`src/shared/qssc_consts.svh`:
```
// constants for the status and serial configuration block
`ifndef QSSC_CONSTS_SVH
`define QSSC_CONSTS_SVH
// register byte offsets
`define QSSC_A_QCOND 8'h00
`define QSSC_A_QEVT 8'h04
`define QSSC_A_QEN 8'h08
`define QSSC_A_STB 8'h0C
`define QSSC_A_ADDR 8'h10
`define QSSC_A_BAUD 8'h14
`define QSSC_A_CTRL 8'h18
`define QSSC_A_BEEP 8'h1C
// questionable field layout
`define QSSC_QUSED 16'h704B
`define QSSC_QLATCH 16'h3000
`define QSSC_B_QSUM 3
// control register bits
`define QSSC_B_ECHO 0
`define QSSC_B_PACE 1
`define QSSC_B_PROMPT 2
// bus address limits and reset value
`define QSSC_ADDR_MAX 5'h1E
`define QSSC_ADDR_RST 5'h00
// baud rates and codes
`define QSSC_BAUD_19200 32'h0000_4B00
`define QSSC_BAUD_9600 32'h0000_2580
`define QSSC_BAUD_4800 32'h0000_12C0
`define QSSC_BAUD_2400 32'h0000_0960
`define QSSC_BSEL_19200 2'h0
`define QSSC_BSEL_9600 2'h1
`define QSSC_BSEL_4800 2'h2
`define QSSC_BSEL_2400 2'h3
// characters
`define QSSC_CH_LF 8'h0A
`define QSSC_CH_XON 8'h11
`define QSSC_CH_XOFF 8'h13
`define QSSC_CH_PROMPT 8'h3E
// beep timing
`define QSSC_BEEP_MS 100
`define QSSC_CLK_HZ 50000000
`endif

```
`src/shared/qssc_pkg.sv`:
```
// types shared by the status and serial configuration block
package qssc_pkg;
   // one serial character with its strobe
   typedef struct packed {
      logic valid;
      logic [7:0] data;
   } qssc_byte_s;
   // transmit slot state
   typedef enum logic {
      QSSC_TX_IDLE = 1'b0,
      QSSC_TX_BUSY = 1'b1
   } qssc_tx_e;
   // questionable register word
   typedef logic [15:0] qssc_word_t;
endpackage

```
`src/hdl/qssc_top.sv`:
```
// status group, serial settings, beep and apb register slave
// Summary of operation
// - condition register reads live, unlatched
// - condition bit one while condition active
// - both lowest condition bits may be set
// - enable mask gates events to summary
// - summary is OR of event AND enable
// - enable query returns stored mask unchanged
// - beep drives indicator one fixed interval
// - bus address 0 to 30, host follows
// - address query returns current address
// - only four baud rates, then used
// - baud query returns rate in use
// - echo on returns later characters, only newest kept while one waits
// - echo off takes effect after terminator
// - general reset leaves echo unchanged
// - echo query returns one or zero
// - xon enables flow control, none disables
// - flow query returns one or zero
// - prompt sends greater-than after each command
// - event read returns and clears bits
// - only bits 13 and 12 latch
`timescale 1ns/1ps
`include "qssc_consts.svh"
`default_nettype none

module qssc_top #(
   // beep length in clock cycles
   parameter int unsigned BEEP_CYCLES = `QSSC_BEEP_MS * (`QSSC_CLK_HZ / 1000)
) (
   input wire logic pclk,
   input wire logic presetn,
   input wire logic psel,
   input wire logic penable,
   input wire logic pwrite,
   input wire logic [7:0] paddr,
   input wire logic [31:0] pwdata,
   output logic [31:0] prdata,
   output logic pready,
   output logic pslverr,
   input wire qssc_pkg::qssc_word_t qcond,
   input wire qssc_pkg::qssc_byte_s rx,
   input wire logic cmd_parsed,
   input wire logic soft_rst,
   input wire logic tx_ready,
   output qssc_pkg::qssc_byte_s tx,
   output logic beep,
   output logic [4:0] gpib_addr,
   output logic [1:0] baud_sel,
   output logic xoff_hold,
   output logic qsum
);

   // bus handshake registers
   logic [31:0] prdata_reg;
   logic pready_reg;
   logic pslverr_reg;
   // questionable event and enable
   qssc_pkg::qssc_word_t qevt_reg;
   qssc_pkg::qssc_word_t qen_reg;
   logic qsum_reg;
   // communication settings
   logic [4:0] addr_reg;
   logic [1:0] baud_reg;
   logic echo_on_reg;
   logic echo_act_reg;
   logic pace_reg;
   logic prompt_reg;
   logic xoff_reg;
   // beep timer
   logic [31:0] beep_cnt_reg;
   logic beep_reg;
   // transmit slot
   qssc_pkg::qssc_tx_e tx_st_reg;
   qssc_pkg::qssc_byte_s tx_reg;
   logic pend_echo_reg;
   logic [7:0] echo_byte_reg;
   logic pend_prompt_reg;

   // bus phase decode
   logic setup_w;
   logic done_w;
   logic wr_w;
   logic rd_w;
   logic [31:0] rd_val;
   logic rd_err;
   qssc_pkg::qssc_word_t evt_set;
   qssc_pkg::qssc_word_t evt_clr;
   logic [31:0] baud_val;
   logic baud_ok;
   logic [1:0] baud_code;
   logic tx_load_echo;
   logic tx_load_prompt;

   assign setup_w = psel & ~penable;
   assign done_w = psel & penable & pready_reg;
   assign wr_w = done_w & pwrite;
   assign rd_w = done_w & ~pwrite;

   // rate in use as a number
   always_comb begin
      case (baud_reg)
         `QSSC_BSEL_9600: baud_val = `QSSC_BAUD_9600;
         `QSSC_BSEL_4800: baud_val = `QSSC_BAUD_4800;
         `QSSC_BSEL_2400: baud_val = `QSSC_BAUD_2400;
         default: baud_val = `QSSC_BAUD_19200;
      endcase
   end

   // write data to baud code, only four rates valid
   always_comb begin
      baud_ok = 1'b1;
      baud_code = `QSSC_BSEL_19200;
      if (pwdata == `QSSC_BAUD_19200) begin
         baud_code = `QSSC_BSEL_19200;
      end else if (pwdata == `QSSC_BAUD_9600) begin
         baud_code = `QSSC_BSEL_9600;
      end else if (pwdata == `QSSC_BAUD_4800) begin
         baud_code = `QSSC_BSEL_4800;
      end else if (pwdata == `QSSC_BAUD_2400) begin
         baud_code = `QSSC_BSEL_2400;
      end else begin
         baud_ok = 1'b0;
      end
   end

   // read mux, evaluated in the setup cycle
   always_comb begin
      rd_val = 32'h0000_0000;
      rd_err = 1'b0;
      if (paddr == `QSSC_A_QCOND) begin
         rd_val[15:0] = qcond & `QSSC_QUSED;
      end else if (paddr == `QSSC_A_QEVT) begin
         rd_val[15:0] = qevt_reg;
      end else if (paddr == `QSSC_A_QEN) begin
         rd_val[15:0] = qen_reg;
      end else if (paddr == `QSSC_A_STB) begin
         rd_val[`QSSC_B_QSUM] = qsum_reg;
      end else if (paddr == `QSSC_A_ADDR) begin
         rd_val[4:0] = addr_reg;
      end else if (paddr == `QSSC_A_BAUD) begin
         rd_val = baud_val;
      end else if (paddr == `QSSC_A_CTRL) begin
         rd_val[`QSSC_B_ECHO] = echo_on_reg;
         rd_val[`QSSC_B_PACE] = pace_reg;
         rd_val[`QSSC_B_PROMPT] = prompt_reg;
      end else if (paddr == `QSSC_A_BEEP) begin
         rd_val = 32'h0000_0000;
      end else begin
         rd_err = 1'b1; // unmapped
      end
   end

   // apb answer: no wait states, data captured at setup
   always_ff @(posedge pclk or negedge presetn) begin
      if (!presetn) begin
         prdata_reg <= 32'h0000_0000;
         pready_reg <= 1'b0;
         pslverr_reg <= 1'b0;
      end else if (setup_w) begin
         prdata_reg <= pwrite ? 32'h0000_0000 : rd_val;
         pready_reg <= 1'b1;
         pslverr_reg <= rd_err;
      end else begin
         pready_reg <= 1'b0;
         pslverr_reg <= 1'b0;
      end
   end

   // event latch sources and read clear
   assign evt_set = qcond & `QSSC_QLATCH;
   assign evt_clr = (rd_w && paddr == `QSSC_A_QEVT) ? prdata_reg[15:0] : 16'h0000;

   // event register, set wins over clear
   always_ff @(posedge pclk or negedge presetn) begin
      if (!presetn) begin
         qevt_reg <= 16'h0000;
      end else begin
         qevt_reg <= (qevt_reg & ~evt_clr) | evt_set;
      end
   end

   // enable mask, unused bits kept zero
   always_ff @(posedge pclk or negedge presetn) begin
      if (!presetn) begin
         qen_reg <= 16'h0000;
      end else if (wr_w && paddr == `QSSC_A_QEN) begin
         qen_reg <= pwdata[15:0] & `QSSC_QUSED;
      end
   end

   // summary bit for the status byte
   always_ff @(posedge pclk or negedge presetn) begin
      if (!presetn) begin
         qsum_reg <= 1'b0;
      end else begin
         qsum_reg <= |(qevt_reg & qen_reg);
      end
   end

   // bus address, values above 30 ignored
   always_ff @(posedge pclk or negedge presetn) begin
      if (!presetn) begin
         addr_reg <= `QSSC_ADDR_RST;
      end else if (wr_w && paddr == `QSSC_A_ADDR) begin
         if (pwdata[31:5] == 27'h0 && pwdata[4:0] <= `QSSC_ADDR_MAX) begin
            addr_reg <= pwdata[4:0];
         end
      end
   end

   // baud selection, unsupported rates ignored
   always_ff @(posedge pclk or negedge presetn) begin
      if (!presetn) begin
         baud_reg <= `QSSC_BSEL_19200;
      end else if (wr_w && paddr == `QSSC_A_BAUD && baud_ok) begin
         baud_reg <= baud_code;
      end
   end

   // control settings; general reset does not touch them
   always_ff @(posedge pclk or negedge presetn) begin
      if (!presetn) begin
         echo_on_reg <= 1'b0;
         pace_reg <= 1'b0;
         prompt_reg <= 1'b0;
      end else if (wr_w && paddr == `QSSC_A_CTRL) begin
         echo_on_reg <= pwdata[`QSSC_B_ECHO];
         pace_reg <= pwdata[`QSSC_B_PACE];
         prompt_reg <= pwdata[`QSSC_B_PROMPT];
      end
   end

   // echo active: on at once, off after next terminator
   always_ff @(posedge pclk or negedge presetn) begin
      if (!presetn) begin
         echo_act_reg <= 1'b0;
      end else if (wr_w && paddr == `QSSC_A_CTRL && pwdata[`QSSC_B_ECHO]) begin
         echo_act_reg <= 1'b1;
      end else if (!echo_on_reg && rx.valid && rx.data == `QSSC_CH_LF) begin
         echo_act_reg <= 1'b0;
      end
   end

   // flow control hold from received xoff and xon
   always_ff @(posedge pclk or negedge presetn) begin
      if (!presetn) begin
         xoff_reg <= 1'b0;
      end else if (!pace_reg || soft_rst) begin
         xoff_reg <= 1'b0;
      end else if (rx.valid && rx.data == `QSSC_CH_XOFF) begin
         xoff_reg <= 1'b1;
      end else if (rx.valid && rx.data == `QSSC_CH_XON) begin
         xoff_reg <= 1'b0;
      end
   end

   // beep timer
   always_ff @(posedge pclk or negedge presetn) begin
      if (!presetn) begin
         beep_cnt_reg <= 32'h0000_0000;
         beep_reg <= 1'b0;
      end else if (wr_w && paddr == `QSSC_A_BEEP) begin
         beep_cnt_reg <= 32'(BEEP_CYCLES);
         beep_reg <= 1'b1;
      end else if (beep_cnt_reg != 32'h0000_0000) begin
         beep_cnt_reg <= beep_cnt_reg - 32'h0000_0001;
         beep_reg <= (beep_cnt_reg > 32'h0000_0001);
      end else begin
         beep_reg <= 1'b0;
      end
   end

   // slot loads when idle and not held off
   assign tx_load_echo = (tx_st_reg == qssc_pkg::QSSC_TX_IDLE) && pend_echo_reg && !xoff_reg;
   assign tx_load_prompt = (tx_st_reg == qssc_pkg::QSSC_TX_IDLE) && !pend_echo_reg
      && pend_prompt_reg && !xoff_reg;

   // pending echo byte, newest character kept
   always_ff @(posedge pclk or negedge presetn) begin
      if (!presetn) begin
         pend_echo_reg <= 1'b0;
         echo_byte_reg <= 8'h00;
      end else if (rx.valid && echo_act_reg) begin
         pend_echo_reg <= 1'b1;
         echo_byte_reg <= rx.data;
      end else if (tx_load_echo || soft_rst) begin
         pend_echo_reg <= 1'b0;
      end
   end

   // pending prompt after each parsed command
   always_ff @(posedge pclk or negedge presetn) begin
      if (!presetn) begin
         pend_prompt_reg <= 1'b0;
      end else if (cmd_parsed && prompt_reg) begin
         pend_prompt_reg <= 1'b1;
      end else if (tx_load_prompt || soft_rst) begin
         pend_prompt_reg <= 1'b0;
      end
   end

   // transmit slot state machine
   always_ff @(posedge pclk or negedge presetn) begin
      if (!presetn) begin
         tx_st_reg <= qssc_pkg::QSSC_TX_IDLE;
         tx_reg <= '0;
      end else begin
         case (tx_st_reg)
            qssc_pkg::QSSC_TX_IDLE: begin
               if (tx_load_echo) begin
                  tx_reg.valid <= 1'b1;
                  tx_reg.data <= echo_byte_reg;
                  tx_st_reg <= qssc_pkg::QSSC_TX_BUSY;
               end else if (tx_load_prompt) begin
                  tx_reg.valid <= 1'b1;
                  tx_reg.data <= `QSSC_CH_PROMPT;
                  tx_st_reg <= qssc_pkg::QSSC_TX_BUSY;
               end
            end
            qssc_pkg::QSSC_TX_BUSY: begin
               // held until the serializer takes it
               if (tx_ready) begin
                  tx_reg.valid <= 1'b0;
                  tx_st_reg <= qssc_pkg::QSSC_TX_IDLE;
               end
            end
            default: begin
               tx_reg.valid <= 1'b0;
               tx_st_reg <= qssc_pkg::QSSC_TX_IDLE;
            end
         endcase
      end
   end

   // outputs straight from flops
   assign prdata = prdata_reg;
   assign pready = pready_reg;
   assign pslverr = pslverr_reg;
   assign tx = tx_reg;
   assign beep = beep_reg;
   assign gpib_addr = addr_reg;
   assign baud_sel = baud_reg;
   assign xoff_hold = xoff_reg;
   assign qsum = qsum_reg;
endmodule // qssc_top

`default_nettype wire

```
`config.mk`:
```
export PLATFORM = sky130hd
export DESIGN_NAME = qssc_top
export DESIGN_NICKNAME = d
export VERILOG_FILES = /design/src/shared/qssc_pkg.sv /design/src/hdl/qssc_top.sv
export VERILOG_INCLUDE_DIRS = /design/src /design/src/shared
export SDC_FILE = /design/constraint.sdc
export NUM_CORES = 1
export LEC_CHECK = 0
export BUFFER_PORTS_ARGS = -buffer_cell sky130_fd_sc_hd__buf_2
export CORE_MARGIN = 2
export CORE_UTILIZATION = 54
export CTS_CLUSTER_DIAMETER = 80
export DETAILED_ROUTE_END_ITERATION = 12
export PLACE_DENSITY = 0.8
export SLEW_MARGIN = 10
export SYNTH_ARGS = -nofsm -noshare
export SYNTH_HDL_FRONTEND = slang
export SYNTH_SLANG_ARGS = --single-unit
```
`constraint.sdc`:
```
create_clock -name pclk -period 2.66 [get_ports pclk]
set_input_delay 0.532 -clock pclk [delete_from_list [all_inputs] [get_ports pclk]]
set_output_delay 0.532 -clock pclk [all_outputs]
set_load 0.005 [all_outputs]
```
==> metrics <==
Congestion Overflow GR 0; hpwl dp 9.69 mm; clock root buffer clkbuf_8; Vias 4763; H-tree levels 3; startpoint types flip-flop; vias in the first global route 4516; max reg flops 32; CP Data Arrival Time 2.71 ns; Flop pwr share 58.9%; Pint 2.18 mW; WS Path Type reg2reg; total CTS buffers 9; wire per inst 16.9 microns; Syn-to-layout area delta 14.7%; Tightest Pin Transition 0.602 ns; Synth Flop Type dfrtp_1; final setup vio count 0; routability cong. 0.904; Clock Sinks 107; total die area 11100 sq um; crit path max fanout 8; FF+latch count, synth 107; vias per cell 6.03; maximum VDD drop 0.263 mV; mapped cell area 5560 sq um; total core area 10100 sq um; I/O Pins 126; CTS tree yes; FF-to-FF setup slack 0.22 ns; syn_area_per_cell 10.2 sq um; Worst Reg-to-Reg Cells 7; Final Max Slew Viols 0; Comb power frac 9.5%; setup_tns 0 ns; layout cell share with drive strength beyond 1 26.9%; area of the multi-input gates 2700 sq um; Cell variety after synth 70; fin nets 730; antenna violations before repair 0; Hold Crit Class in2async; DRC 0; ys async rst share 100%; DRT Pass-1 Iters 6; Max clock buf depth 2; power share of the clock group 31.6%; r2r startpoint beep_cnt_reg[0]; Initial Utilization 54.9%; PwrDens 468 nW/um^2; max_cap viols 0; WHS 0.191 ns; Clock Skew 0.0137 ns; Post-CTS Resized 0; antenna-violating nets left 0; Detailed Route Iter0 Violations 296; Max transition margin 59.4%; Net Sw Power 813 uW; crit end category flip-flop; # diodes 0; Die H 105 microns; largest net degree at the start of global routing 108; final hold violations 0; Final period util 91.7%; Filler cells 855; leakage power 2.77 nW; Required @ worst endpoint 2.92 ns; register area 2680 sq um; clock-pin slew on the worst setup and hold paths 0.09 ns; Yosys warnings 0; register area share after synthesis 48.1%; RSZ-0062 raised after global routing false; DIE WIDTH 105 microns; highest clock rate 0.410 GHz; critical path startpoint beep_cnt_reg[0]; Crit Reg-Reg Endpoint beep_cnt_reg[11]; Post-synth EDFFs 0; insertion delay to the later sink of the worst-skew pair 0.39 ns; outcome complete, no violations; crit path time final 2.44 ns; IO buf count 100; post-synthesis instance total 544; first-pass GRT wire length 22.1 mm; Rows 37; Net Sw Frac 27.2%; Routed WL 13.3 mm; All-Layer GR Usage 24.6%
## worst max-delay path by stage
stage                        to  slack (ns)  cells after the start
2_1_floorplan       baud_sel[0]        0.48                      5
3_3_place_gp        baud_sel[0]        0.26                      6
3_5_place_dp        baud_sel[0]        0.24                      6
4_1_cts        beep_cnt_reg[18]        0.23                      7
5_1_grt        beep_cnt_reg[11]        0.03                      7
6_report       beep_cnt_reg[11]        0.22                      7
## power groups by stage
stage	Sequential [mW]	Combinational, mW	Clock (mW)
2_1_floorplan	1.78	0.157	0
3_3_place_gp	1.79	0.272	0
3_5_place_dp	1.79	0.285	0
4_1_cts	1.76	0.285	0.966
5_1_grt	1.77	0.318	1.02
6_report	1.76	0.284	0.943
## logic make-up after synthesis
kind of cell | Yosys count | share of synthesized area [%]
AO/OA/AOI/OAI | 127 | 15.8
buffers and inverters | 47 | 4.54
adder cells (fa/ha/maj) | 8 | 1.80
AND/OR/NAND/NOR | 221 | 23.3
XOR/XNOR | 6 | 0.945
multiplexers | 27 | 5.40
other | 1 | 0.0674
flip-flops | 107 | 48.1
## per-layer routing
layer	track usage [%]	vias up	wire (microns)
met1	32.2	2317	5660
met2	41.1	194	6600
met5	0	-	0
met4	8.83	0	335
met3	4.64	31	756
li1	-	2221	-
## repair_timing
item	4_1_cts	5_1_grt
buffers inserted	0	1
hold buffers	0	0
endpoints found under the setup margin	0	5
## layout by cell type, fill, tap and decap left out, types with 16 or more instances in the layout
| master | n |
|---|---|
| nor3_1 | 17 |
| nand3_1 | 18 |
| nand2_1 | 53 |
| dfrtp_1 | 107 |
| o21ai_0 | 28 |
| mux2_2 | 23 |
| a21oi_1 | 22 |
| conb_1 | 16 |
| buf_2 | 99 |
| nor2_1 | 34 |
## synthesized netlist by cell type (5+ instances only)
cell type,n,area share (%)
dfrtp_1,107,48
nand2_1,53,3.6
nor2_1,34,2.3
o21ai_0,28,2.5
mux2_2,23,4.7
a21oi_1,22,2.0
buf_4,18,2.4
nand3_1,18,1.6
nor3_1,17,1.5
clkbuf_1,14,0.94
a21boi_0,13,1.8
inv_1,13,0.88
or3_1,13,1.5
or4_1,13,1.8
nand2b_1,12,1.3
nor4_1,12,1.3
o31ai_1,10,1.3
ha_1,8,1.8
nand4_1,8,0.90
o41ai_1,7,1.1
o22a_1,5,0.79
## per-stage QoR
step / utilization (%) / power (mW) / setup slack (ns) / instance area [sq um] / cells
floorplan: - / 1.94 / 0.481 / 5620 / 559
global placement: 61.1 / 2.06 / 0.261 / 6200 / 773
detailed placement: 61.1 / 2.08 / 0.240 / 6200 / 773
CTS: 62.9 / 3.01 / 0.226 / 6370 / 789
global route: 63.0 / 3.11 / 0.0267 / 6380 / 790
finish: 63.0 / 2.99 / 0.219 / 6380 / 790
## worst max-delay path: stages, from the launching register on
cell,delay [ns]
dfrtp_1,0.42
inv_1,0.14
ha_1,0.25
nor4b_1,0.27
nand4_1,0.36
or3_1,0.53
a311oi_1,0.30
nor2_1,0.08
## layout make-up
type / instances / share of cell area [%]
Sequential cell: 107 / 42.0
Inverter: 13 / 0.765
Clock buffer: 11 / 2.22
Clock inverter: 5 / 0.569
Multi-Input combinational cell: 405 / 42.2
Tap cell: 136 / 2.67
Timing Repair Buffer: 113 / 9.61
Note: power is estimated with default switching activity, not from simulation.
